**src/logic/unused_placeholder_none.sv**
```systemverilog
// Intentionally holds nothing; the design lives in gpio_port.sv
`timescale 1ns/1ps

```
**src/logic/gpio_port_pkg.sv**
```systemverilog
// Shared constants and types for the six-pin general-purpose port
package gpio_port_pkg;

	localparam int          ADDR_W           = 8;
	localparam int          DATA_W           = 32;
	localparam int          PIN_N            = 6;

	// Register byte offsets
	localparam logic [7:0]  OFF_DATA         = 8'h00;
	localparam logic [7:0]  OFF_DIRECTION    = 8'h04;
	localparam logic [7:0]  OFF_ANALOG       = 8'h08;
	localparam logic [7:0]  OFF_CONFIG       = 8'h0c;
	localparam logic [7:0]  OFF_BIT_SET      = 8'h10;
	localparam logic [7:0]  OFF_BIT_CLEAR    = 8'h14;

	// Field positions
	localparam int          PIN_INPUT_ONLY   = 3;
	localparam int          PIN_OSC_TWO      = 4;
	localparam int          PIN_OSC_ONE      = 5;
	localparam int          CFG_MODE_LSB     = 0;
	localparam int          CFG_RESET_EN_BIT = 3;

	// Reset values
	localparam logic [5:0]  RST_LATCH        = 6'h00;
	localparam logic [5:0]  RST_DIRECTION    = 6'h3f;
	localparam logic [7:0]  RST_ANALOG       = 8'hff;
	localparam logic        RST_RESET_EN     = 1'h0;

	// Clock output divider and bus answers
	localparam int          CLKOUT_DIV       = 4;
	localparam logic [1:0]  RESP_OKAY        = 2'h0;
	localparam logic [1:0]  RESP_SLVERR      = 2'h2;

	typedef enum logic [2:0] {
		low_power_crystal          = 3'h0,
		medium_crystal             = 3'h1,
		high_crystal               = 3'h2,
		external_clock_input       = 3'h3,
		internal_clock_with_port   = 3'h4,
		internal_clock_with_output = 3'h5,
		rc_clock_with_port         = 3'h6,
		rc_clock_with_output       = 3'h7
	} clock_mode_t;

	localparam clock_mode_t RST_CLOCK_MODE   = internal_clock_with_port;

	typedef struct packed {
		logic        reset_pin_enable;
		clock_mode_t clock_mode;
	} port_cfg_t;

	typedef struct packed {
		logic [PIN_N-1:0] level;
		logic [PIN_N-1:0] enable;
	} pin_drive_t;

endpackage

```
**src/logic/gpio_port.sv**
```systemverilog
// Six-pin general-purpose port with clock-pin sharing and AXI4-Lite registers
//
// Function
// RL1: direction one makes pin input, driver off
// RL2: direction zero drives output latch onto pin
// RL3: six pins, each input or output
// RL4: input-only pin never drives; direction reads one
// RL5: data read gives pins; write goes latch
// RL6: every port write is read-modify-write; here only bit set/clear are, data writes go straight to the latch
// RL7: reset-pin enable forces its data bit zero
// RL8: bits seven and six read zero
// RL9: direction still controls drivers on analog pins
// RL10: analog pins read zero digitally
// RL11: analog pins cannot raise pin-change events
// RL12: crystal modes: pins 5,4 direction read one
// RL13: analog select zeroes reads, enables analog use
// RL14: analog select leaves digital output working
// RL15: RC mode: pin two outputs clock/4
// RL16: RC port mode: pin two is port pin
// RL17: internal output mode: pin two outputs clock/4
// RL18: internal port mode: both oscillator pins port
// RL19: enabled peripheral takes over its shared pin
// RL20: external clock: pin one clock, two port
// RL21: crystal modes: both oscillator pins resonator
// RL22: clock mode overrides taken pin driver
`timescale 1ns/1ps

module gpio_port (
	input  wire logic                          sys_clk,          // System clock, 20 MHz
	input  wire logic                          rst,              // Async reset, active high
	input  wire logic [gpio_port_pkg::ADDR_W-1:0] s_axi_awaddr,  // Write address
	input  wire logic                          s_axi_awvalid,    // Write address valid
	output logic                               s_axi_awready,    // Write address ready
	input  wire logic [gpio_port_pkg::DATA_W-1:0] s_axi_wdata,   // Write data
	input  wire logic [3:0]                    s_axi_wstrb,      // Write byte strobes
	input  wire logic                          s_axi_wvalid,     // Write data valid
	output logic                               s_axi_wready,     // Write data ready
	output logic [1:0]                         s_axi_bresp,      // Write response
	output logic                               s_axi_bvalid,     // Write response valid
	input  wire logic                          s_axi_bready,     // Write response ready
	input  wire logic [gpio_port_pkg::ADDR_W-1:0] s_axi_araddr,  // Read address
	input  wire logic                          s_axi_arvalid,    // Read address valid
	output logic                               s_axi_arready,    // Read address ready
	output logic [gpio_port_pkg::DATA_W-1:0]   s_axi_rdata,      // Read data
	output logic [1:0]                         s_axi_rresp,      // Read response
	output logic                               s_axi_rvalid,     // Read data valid
	input  wire logic                          s_axi_rready,     // Read data ready
	input  wire logic [gpio_port_pkg::PIN_N-1:0] pin_in,         // Pin levels
	output gpio_port_pkg::pin_drive_t          pin_drive,        // Pin levels and enables
	input  wire logic [gpio_port_pkg::PIN_N-1:0] periph_take,    // Peripheral owns pin
	input  wire logic [gpio_port_pkg::PIN_N-1:0] periph_level,   // Peripheral drive level
	input  wire logic [gpio_port_pkg::PIN_N-1:0] periph_enable,  // Peripheral drive enable
	output logic [gpio_port_pkg::PIN_N-1:0]    change_allow,     // Pins that may flag change
	output logic [gpio_port_pkg::PIN_N-1:0]    osc_taken         // Pins held by oscillator
);
	import gpio_port_pkg::*;

	// Port registers and pin state
	logic [PIN_N-1:0]  latch_r;
	logic [PIN_N-1:0]  direction_r;
	logic [7:0]        analog_r;
	port_cfg_t         cfg_r;
	logic [1:0]        div_cnt_r;
	pin_drive_t        pin_drive_r;
	pin_drive_t        pin_drive_nxt;
	logic [PIN_N-1:0]  change_allow_r;
	logic [PIN_N-1:0]  osc_taken_r;
	logic [PIN_N-1:0]  osc_taken_nxt;

	// Bus slave state
	logic              awready_r;
	logic              wready_r;
	logic              aw_held_r;
	logic              w_held_r;
	logic [ADDR_W-1:0] awaddr_r;
	logic [7:0]        wbyte_r;
	logic              wlane_r;
	logic              bvalid_r;
	logic [1:0]        bresp_r;
	logic              arready_r;
	logic              rvalid_r;
	logic [DATA_W-1:0] rdata_r;
	logic [1:0]        rresp_r;
	logic              wr_fire;
	logic              reg_we;
	logic              wr_hit;
	logic              rd_hit;
	logic [DATA_W-1:0] rd_value;

	// Read-side views of the port
	logic              crystal_mode;
	logic              clkout_mode;
	logic [PIN_N-1:0]  pin_read;
	logic [PIN_N-1:0]  dir_read;
	logic [PIN_N-1:0]  clkout_sel;

	// Mode groups that force direction readback or drive the clock pin
	assign crystal_mode = (cfg_r.clock_mode == low_power_crystal) ||
	                      (cfg_r.clock_mode == medium_crystal) ||
	                      (cfg_r.clock_mode == high_crystal);
	assign clkout_mode  = (cfg_r.clock_mode == rc_clock_with_output) ||
	                      (cfg_r.clock_mode == internal_clock_with_output);

	// Which pins the oscillator owns in the current mode
	always_comb begin
		osc_taken_nxt = '0;
		unique case (cfg_r.clock_mode)
			low_power_crystal, medium_crystal, high_crystal: begin
				osc_taken_nxt[PIN_OSC_ONE] = 1'b1; // [RL21]
				osc_taken_nxt[PIN_OSC_TWO] = 1'b1; // [RL21]
			end
			external_clock_input, rc_clock_with_port: begin
				osc_taken_nxt[PIN_OSC_ONE] = 1'b1; // [RL20] [RL16]
			end
			rc_clock_with_output: begin
				osc_taken_nxt[PIN_OSC_ONE] = 1'b1; // [RL15]
				osc_taken_nxt[PIN_OSC_TWO] = 1'b1; // [RL15]
			end
			internal_clock_with_output: begin
				osc_taken_nxt[PIN_OSC_TWO] = 1'b1; // [RL17]
			end
			internal_clock_with_port: begin
				osc_taken_nxt = '0;                // [RL18]
			end
		endcase
	end

	// Pin driver and readback, one slice per pin
	genvar gi;
	generate
		for (gi = 0; gi < PIN_N; gi++) begin : g_pin
			// Analog pins read zero; the input-only pin reads zero as reset input
			if (gi == PIN_INPUT_ONLY) begin : g_inonly
				assign pin_read[gi] = pin_in[gi] & ~analog_r[gi] &
				                      ~cfg_r.reset_pin_enable;          // [RL7] [RL10]
				assign dir_read[gi] = 1'b1;                              // [RL4]
				assign clkout_sel[gi] = 1'b0;
				assign pin_drive_nxt.enable[gi] = 1'b0;                  // [RL4]
				assign pin_drive_nxt.level[gi]  = 1'b0;
			end else begin : g_io
				assign pin_read[gi] = pin_in[gi] & ~analog_r[gi];        // [RL10] [RL13]
				// Crystal modes report both oscillator pins as inputs
				if (gi == PIN_OSC_ONE || gi == PIN_OSC_TWO) begin : g_osc
					assign dir_read[gi] = direction_r[gi] | crystal_mode; // [RL12]
				end else begin : g_plain
					assign dir_read[gi] = direction_r[gi];
				end
				// Only oscillator pin two can carry the divided clock
				if (gi == PIN_OSC_TWO) begin : g_clkout
					assign clkout_sel[gi] = clkout_mode;                 // [RL15] [RL17]
				end else begin : g_noclk
					assign clkout_sel[gi] = 1'b0;
				end
				// Clock mode wins, then peripheral, then port; analog select not involved
				assign pin_drive_nxt.enable[gi] =
					clkout_sel[gi] ? 1'b1 :
					osc_taken_nxt[gi] ? 1'b0 :                           // [RL22]
					periph_take[gi] ? periph_enable[gi] :                // [RL19]
					~direction_r[gi];                                    // [RL1] [RL2] [RL9] [RL14]
				assign pin_drive_nxt.level[gi] =
					clkout_sel[gi] ? div_cnt_r[1] :                      // [RL15] [RL17]
					osc_taken_nxt[gi] ? 1'b0 :
					periph_take[gi] ? periph_level[gi] :
					latch_r[gi];                                         // [RL2]
			end
		end
	endgenerate

	// Free-running divide-by-four of the system clock for the clock output pin
	// Runs in every mode; only the clock-out modes look at it
	always_ff @(posedge sys_clk or posedge rst) begin
		if (rst) begin
			div_cnt_r <= 2'h0;
		end else begin
			div_cnt_r <= div_cnt_r + 2'h1;
		end
	end

	// Registered pin drivers, so the pins never see a decode glitch
	always_ff @(posedge sys_clk or posedge rst) begin
		if (rst) begin
			pin_drive_r <= '0;
		end else begin
			pin_drive_r <= pin_drive_nxt;                                // [RL3]
		end
	end

	// Digital pins may flag a change; analog ones stay quiet
	always_ff @(posedge sys_clk or posedge rst) begin
		if (rst) begin
			change_allow_r <= '0;
		end else begin
			change_allow_r <= ~analog_r[PIN_N-1:0];                      // [RL11]
		end
	end

	// Oscillator ownership, registered in step with the pin drivers
	always_ff @(posedge sys_clk or posedge rst) begin
		if (rst) begin
			osc_taken_r <= '0;
		end else begin
			osc_taken_r <= osc_taken_nxt;
		end
	end

	// Outputs straight from their flip-flops
	assign pin_drive    = pin_drive_r;
	assign change_allow = change_allow_r;
	assign osc_taken    = osc_taken_r;

	// Write channel: address and data taken in either order, one write at a time
	assign wr_fire = aw_held_r & w_held_r & ~bvalid_r;
	// Only byte lane 0 carries register bits; without it a write changes nothing
	assign reg_we  = wr_fire & wlane_r;
	// Unmapped addresses answer with an error and change nothing
	assign wr_hit  = (awaddr_r == OFF_DATA) || (awaddr_r == OFF_DIRECTION) ||
	                 (awaddr_r == OFF_ANALOG) || (awaddr_r == OFF_CONFIG) ||
	                 (awaddr_r == OFF_BIT_SET) || (awaddr_r == OFF_BIT_CLEAR);

	// Address channel; closed from its handshake until the response is taken
	always_ff @(posedge sys_clk or posedge rst) begin
		if (rst) begin
			awready_r <= 1'b1;
			aw_held_r <= 1'b0;
			awaddr_r  <= '0;
		end else begin
			if (s_axi_awvalid && awready_r) begin
				awaddr_r  <= s_axi_awaddr;
				aw_held_r <= 1'b1;
				awready_r <= 1'b0;
			end
			if (wr_fire) begin
				aw_held_r <= 1'b0;
			end
			if (bvalid_r && s_axi_bready) begin
				awready_r <= 1'b1;
			end
		end
	end

	// Data channel; same life cycle as the address, only byte lane 0 kept
	always_ff @(posedge sys_clk or posedge rst) begin
		if (rst) begin
			wready_r <= 1'b1;
			w_held_r <= 1'b0;
			wbyte_r  <= 8'h00;
			wlane_r  <= 1'b0;
		end else begin
			if (s_axi_wvalid && wready_r) begin
				wbyte_r  <= s_axi_wdata[7:0];
				wlane_r  <= s_axi_wstrb[0];
				w_held_r <= 1'b1;
				wready_r <= 1'b0;
			end
			if (wr_fire) begin
				w_held_r <= 1'b0;
			end
			if (bvalid_r && s_axi_bready) begin
				wready_r <= 1'b1;
			end
		end
	end

	// Response; fire waits for bvalid low, so set and clear never meet
	always_ff @(posedge sys_clk or posedge rst) begin
		if (rst) begin
			bvalid_r <= 1'b0;
			bresp_r  <= RESP_OKAY;
		end else if (wr_fire) begin
			bvalid_r <= 1'b1;
			bresp_r  <= wr_hit ? RESP_OKAY : RESP_SLVERR;
		end else if (bvalid_r && s_axi_bready) begin
			bvalid_r <= 1'b0;
		end
	end

	// Output latch; data writes store the byte, bit set and bit clear are read-modify-write of the pin levels
	always_ff @(posedge sys_clk or posedge rst) begin
		if (rst) begin
			latch_r <= RST_LATCH;
		end else if (reg_we) begin
			unique case (awaddr_r)
				// Bit set/clear give the latch pins as read, modified; analog pins come back as zero
				OFF_DATA:      latch_r <= wbyte_r[PIN_N-1:0];                   // [RL5] [RL6] [RL8]
				OFF_BIT_SET:   latch_r <= pin_read | wbyte_r[PIN_N-1:0];        // [RL6]
				OFF_BIT_CLEAR: latch_r <= pin_read & ~wbyte_r[PIN_N-1:0];       // [RL6]
				default: ;
			endcase
		end
	end

	// Direction bits stored as written; forced values show only on readback
	always_ff @(posedge sys_clk or posedge rst) begin
		if (rst) begin
			direction_r <= RST_DIRECTION;
		end else if (reg_we && awaddr_r == OFF_DIRECTION) begin
			direction_r <= wbyte_r[PIN_N-1:0];                                // [RL8]
		end
	end

	// Analog select, all eight bits kept though only six pins exist
	always_ff @(posedge sys_clk or posedge rst) begin
		if (rst) begin
			analog_r <= RST_ANALOG;
		end else if (reg_we && awaddr_r == OFF_ANALOG) begin
			analog_r <= wbyte_r;
		end
	end

	// Clock mode and reset-pin enable; a new mode retakes the oscillator pins
	always_ff @(posedge sys_clk or posedge rst) begin
		if (rst) begin
			cfg_r <= '{reset_pin_enable: RST_RESET_EN, clock_mode: RST_CLOCK_MODE};
		end else if (reg_we && awaddr_r == OFF_CONFIG) begin
			cfg_r.clock_mode       <= clock_mode_t'(wbyte_r[CFG_MODE_LSB +: 3]);
			cfg_r.reset_pin_enable <= wbyte_r[CFG_RESET_EN_BIT];
		end
	end

	// Read multiplexer; unused upper bits read zero
	always_comb begin
		rd_value = '0;
		rd_hit   = 1'b1;
		unique case (s_axi_araddr)
			OFF_DATA:      rd_value[PIN_N-1:0] = pin_read;              // [RL5] [RL8]
			OFF_DIRECTION: rd_value[PIN_N-1:0] = dir_read;              // [RL4] [RL8] [RL12]
			OFF_ANALOG:    rd_value[7:0] = analog_r;
			OFF_CONFIG: begin
				rd_value[CFG_MODE_LSB +: 3]  = cfg_r.clock_mode;
				rd_value[CFG_RESET_EN_BIT]   = cfg_r.reset_pin_enable;
			end
			OFF_BIT_SET, OFF_BIT_CLEAR: rd_value = '0;
			default:       rd_hit = 1'b0;
		endcase
	end

	// Read handshake: no wait state, the answer stands until rready
	always_ff @(posedge sys_clk or posedge rst) begin
		if (rst) begin
			arready_r <= 1'b1;
			rvalid_r  <= 1'b0;
		end else if (s_axi_arvalid && arready_r) begin
			arready_r <= 1'b0;
			rvalid_r  <= 1'b1;
		end else if (rvalid_r && s_axi_rready) begin
			arready_r <= 1'b1;
			rvalid_r  <= 1'b0;
		end
	end

	// Read data: pins sampled at the address handshake, held while rvalid waits
	always_ff @(posedge sys_clk or posedge rst) begin
		if (rst) begin
			rdata_r <= '0;
			rresp_r <= RESP_OKAY;
		end else if (s_axi_arvalid && arready_r) begin
			rdata_r <= rd_value;
			rresp_r <= rd_hit ? RESP_OKAY : RESP_SLVERR;
		end
	end

	// Bus outputs, each straight from a flip-flop
	assign s_axi_awready = awready_r;
	assign s_axi_wready  = wready_r;
	assign s_axi_bvalid  = bvalid_r;
	assign s_axi_bresp   = bresp_r;
	assign s_axi_arready = arready_r;
	assign s_axi_rvalid  = rvalid_r;
	assign s_axi_rdata   = rdata_r;
	assign s_axi_rresp   = rresp_r;

endmodule

```
**config.mk**
```make
export PLATFORM = sky130hd
export DESIGN_NAME = gpio_port
export DESIGN_NICKNAME = d
export VERILOG_FILES = /design/src/logic/unused_placeholder_none.sv /design/src/logic/gpio_port_pkg.sv /design/src/logic/gpio_port.sv
export SDC_FILE = /design/constraint.sdc
export NUM_CORES = 1
export LEC_CHECK = 0
export ABC_AREA = 1
export BUFFER_PORTS_ARGS = -buffer_cell sky130_fd_sc_hd__buf_4
export CAP_MARGIN = 20
export CORE_MARGIN = 2
export CORE_UTILIZATION = 48
export DETAILED_ROUTE_END_ITERATION = 7
export PLACE_DENSITY = 0.8
export SLEW_MARGIN = 20
export SYNTH_ARGS = -nofsm -noshare
export SYNTH_HDL_FRONTEND = slang
export SYNTH_SLANG_ARGS = --single-unit
```
**constraint.sdc**
```tcl
create_clock -name sys_clk -period 3.3 [get_ports sys_clk]
set_input_delay 0.66 -clock sys_clk [delete_from_list [all_inputs] [get_ports sys_clk]]
set_output_delay 0.66 -clock sys_clk [all_outputs]
set_load 0.05 [all_outputs]
```
==> results.json <==
{
  "comb_power_share_pct": 35.0,
  "synth-compound-area-share_pct": 8.233,
  "grt_pass1_wl_um": 12590,
  "critical_path_cell_sequence": "buf_4",
  "fp.dieArea_sq_um": 8312,
  "synth-adder-area-share_pct": 0,
  "clock-root-buffer": "sky130_fd_sc_hd__clkbuf_8",
  "core_area_sq_um": 7292,
  "fmaxAchievable_mhz": 571.5,
  "clkSinkCount": 76,
  "initial_utilization_pct": 50.02,
  "hold_buffers": 0,
  "drv_cap": 0,
  "layout.cells.most_common": "sky130_fd_sc_hd__nand2_1",
  "drc": 0,
  "drt_iter0_markers": 125,
  "worstHoldPathType": "in2async",
  "crit_fanout": 3,
  "timing.critical_path.to_type": "primary output",
  "share_seq_of_total_power_pct": 44.1,
  "post_drt_via_cell_ratio": 4.583,
  "synth-simple-area-share_pct": 24.80,
  "detailed_place_hpwl_um": 5690,
  "synth.ff_latch_count": 76,
  "synthCells": 427,
  "first_global_vias": 2805,
  "boundaryPins": 148,
  "irDropWorstVdd_uv": 537.7,
  "cts-htree-levels": 3,
  "dp.cells": 607,
  "switching_power_mw": 1.236,
  "rsz0062_at_grt": "false",
  "finalSetupViolations": 0,
  "syn2layout_area_growth_pct": 22.02,
  "crit-reg2reg-capture": "latch_r[4]$_DFFE_PP0P_",
  "synth-xor-area-share_pct": 0.2401,
  "critical-path-max-stage-delay_ns": 0.55,
  "routedWlPerCell_um": 11.69,
  "cts_post_setup_buffers_inserted": 0,
  "static-leakage-power_nw": 2.284,
  "setup_slack_on_the_worst_flop_to_flop_path_ns": 1.87,
  "arrival_time_of_the_worst_setup_path_ns": 1.09,
  "die_x_um": 91.17,
  "timing.slew.headroom_pct": 51.43,
  "timing.critical_path.max_delay_family": "flip-flops",
  "critPathKind": "reg2out",
  "yosys_synthesis_warning_count": 0,
  "antenna_found_initial": 0,
  "tns_ns": 0,
  "total_detailed_routing_wirelength_um": 7282,
  "power_frac_clock_pct": 20.9,
  "crit_required_ns": 2.64,
  "post_synth.cell_area_avg_sq_um": 8.542,
  "part_of_the_yosys_area_used_for_sequential_elements_pct": 52.73,
  "slew_viol_final": 0,
  "clk-insertion-delay-late_ns": 0.35,
  "switching_share_pct": 41.07,
  "layout_common_cells": "sky130_fd_sc_hd__nand2_1, sky130_fd_sc_hd__buf_4, sky130_fd_sc_hd__dfrtp_1",
  "hold_violations": 0,
  "grt.total_usage_pct": 19.02,
  "routed_antenna_nets": 0,
  "final_net_count": 602,
  "yosys-mux-area-fraction_pct": 1.201,
  "p_int_mw": 1.773,
  "post_cts.resized_instances": 0,
  "clock_skew_after_layout_ns": 0.01062,
  "grt_max_degree": 37,
  "run_status": "complete, no violations",
  "antenna_cells": 0,
  "whs_ns": 0.4358,
  "route.vias.total": 2855,
  "port-buffer-count": 85,
  "globalRoute.totalOverflow": 0,
  "crit_path_start_kind": "flop",
  "gp_congestion": 0.8157,
  "post_route_cells_drive_above_1_share_pct": 28.63,
  "rr_worst_depth": 7,
  "rows": 31,
  "yosys.cell_types.count": 29,
  "timing.critical_path.slowest_stage_cell": "sky130_fd_sc_hd__dfstp_2",
  "layout_worst_path_cycle_share_pct": 53.02,
  "syn-cell-area_sq_um": 3647,
  "chipHeight_um": 91.17,
  "worst_pin_slew_ns": 0.7275,
  "cts_tree": "built",
  "drtPass1Iterations": 4,
  "critical_path_buf_inv_count": 1,
  "power_density_nw_per_um2": 676.2,
  "ctsLongestPathBuffers": 2,
  "largest_family_of_logic_cells_by_synthesized_area": "simple AND/OR/NAND/NOR gates",
  "layoutNonFillerInstCount": 623,
  "clkSlewWorstSetupHoldPaths_ns": 0.08,
  "rr_startpoint": "s_axi_bvalid$_DFFE_PP0P_",
  "cts-buffers-inserted": 9,
  "layout_min_cycle_time_ns": 1.750
}
[routing by layer]
layer	share of wire [%]	routed length (um)	GRT usage, %
met1	44	3212	24.45
met3	7.0	507	5.228
met2	47	3443	30.80
met5	0	0	0
met4	1.6	119	7.197
[layout make-up]
type,instances,area [sq um]
Multi-Input combinational cell,293,1378
Sequential cell,76,1923
Clock inverter,6,40.04
Timing Repair Buffer,87,653.1
Fill cell,668,2841
Tap cell,99,123.9
Inverter,52,195.2
Clock buffer,10,137.6
[cells in the mapped netlist]
library cell               count  area share (%)
sky130_fd_sc_hd__buf_2         1            0.14
sky130_fd_sc_hd__o21ai_0      42             5.8
sky130_fd_sc_hd__a21oi_1       4            0.55
sky130_fd_sc_hd__clkbuf_1      3            0.31
sky130_fd_sc_hd__inv_1        49             5.0
sky130_fd_sc_hd__o21ai_2       6             1.4
sky130_fd_sc_hd__nor2_2        2            0.34
sky130_fd_sc_hd__inv_2         3            0.31
sky130_fd_sc_hd__mux2_2        3            0.93
sky130_fd_sc_hd__buf_4        32             6.6
sky130_fd_sc_hd__nand4_4       1            0.58
sky130_fd_sc_hd__nor2_4        4             1.2
sky130_fd_sc_hd__xor2_1        1            0.24
sky130_fd_sc_hd__nor2_1       23             2.4
sky130_fd_sc_hd__nor3_1        1            0.14
sky130_fd_sc_hd__nand3_4       1            0.48
sky130_fd_sc_hd__nand3_1      24             3.3
sky130_fd_sc_hd__nand2_1     136              14
sky130_fd_sc_hd__nand2_2       4            0.69
sky130_fd_sc_hd__nand3_2       3            0.82
sky130_fd_sc_hd__conb_1        1            0.10
sky130_fd_sc_hd__o211ai_1      1            0.21
sky130_fd_sc_hd__dfrtp_1      59              40
sky130_fd_sc_hd__o21ai_1       2            0.27
sky130_fd_sc_hd__nand2_4       1            0.31
sky130_fd_sc_hd__buf_6         1            0.31
sky130_fd_sc_hd__dfstp_2      17              12
sky130_fd_sc_hd__nor2_8        1            0.55
sky130_fd_sc_hd__mux2i_1       1            0.27
[through the flow]
stage               utilization (%)  worst slack (ns)  instance area [sq um]  power [mW]
floorplan                         -            0.7298                   3764       2.137
global placement              58.60             1.572                   4273       2.365
detailed placement            58.60             1.543                   4273       2.400
CTS                           61.03             1.538                   4451       3.028
global route                  61.03             1.517                   4451       3.205
finish                        61.03             1.550                   4451       3.009
[sequential cells by signal (all words and copies together), names as in the netlist]
register	count
s_axi_rvalid	1
s_axi_awready	1
s_axi_bresp	1
osc_taken	2
aw_held_r	1
direction_r	5
cfg_r	4
s_axi_bvalid	1
awaddr_r	8
wlane_r	1
w_held_r	1
analog_r	8
latch_r	5
pin_drive	10
wbyte_r	8
s_axi_rdata	8
div_cnt_r	2
s_axi_wready	1
change_allow	6
s_axi_arready	1
s_axi_rresp	1
[power groups by stage]
stage | Sequential [mW] | Clock [mW] | Combinational, mW
after floorplan | 1.54 | 0 | 0.592
after global placement | 1.33 | 0 | 1.03
after detailed placement | 1.34 | 0 | 1.06
after CTS | 1.33 | 0.639 | 1.06
after global routing | 1.35 | 0.687 | 1.16
final | 1.33 | 0.628 | 1.05
[worst max-delay path by stage]
| stage | start | end | depth (start not counted) |
|---|---|---|---|
| after global routing | s_axi_wready$_DFFE_PP1P_ | s_axi_wready | 1 |
| after global placement | s_axi_araddr[1] | s_axi_rdata[4]$_DFFE_PP0P_ | 8 |
| after CTS | s_axi_wready$_DFFE_PP1P_ | s_axi_wready | 1 |
| after detailed placement | s_axi_araddr[1] | s_axi_rdata[0]$_DFFE_PP0P_ | 8 |
| final | s_axi_wready$_DFFE_PP1P_ | s_axi_wready | 1 |
| after floorplan | rst | aw_held_r$_DFFE_PP0P_ | 1 |
[kinds of logic after synthesis]
| group | Yosys count |
|---|---|
| DFF | 76 |
| AOI/OAI and AO/OA | 55 |
| and+or+nand+nor | 201 |
| other | 1 |
| buffers and inverters | 89 |
| muxes | 4 |
| xor gates and xnor gates | 1 |
No activity file was read; power rests on OpenSTA's default activity.
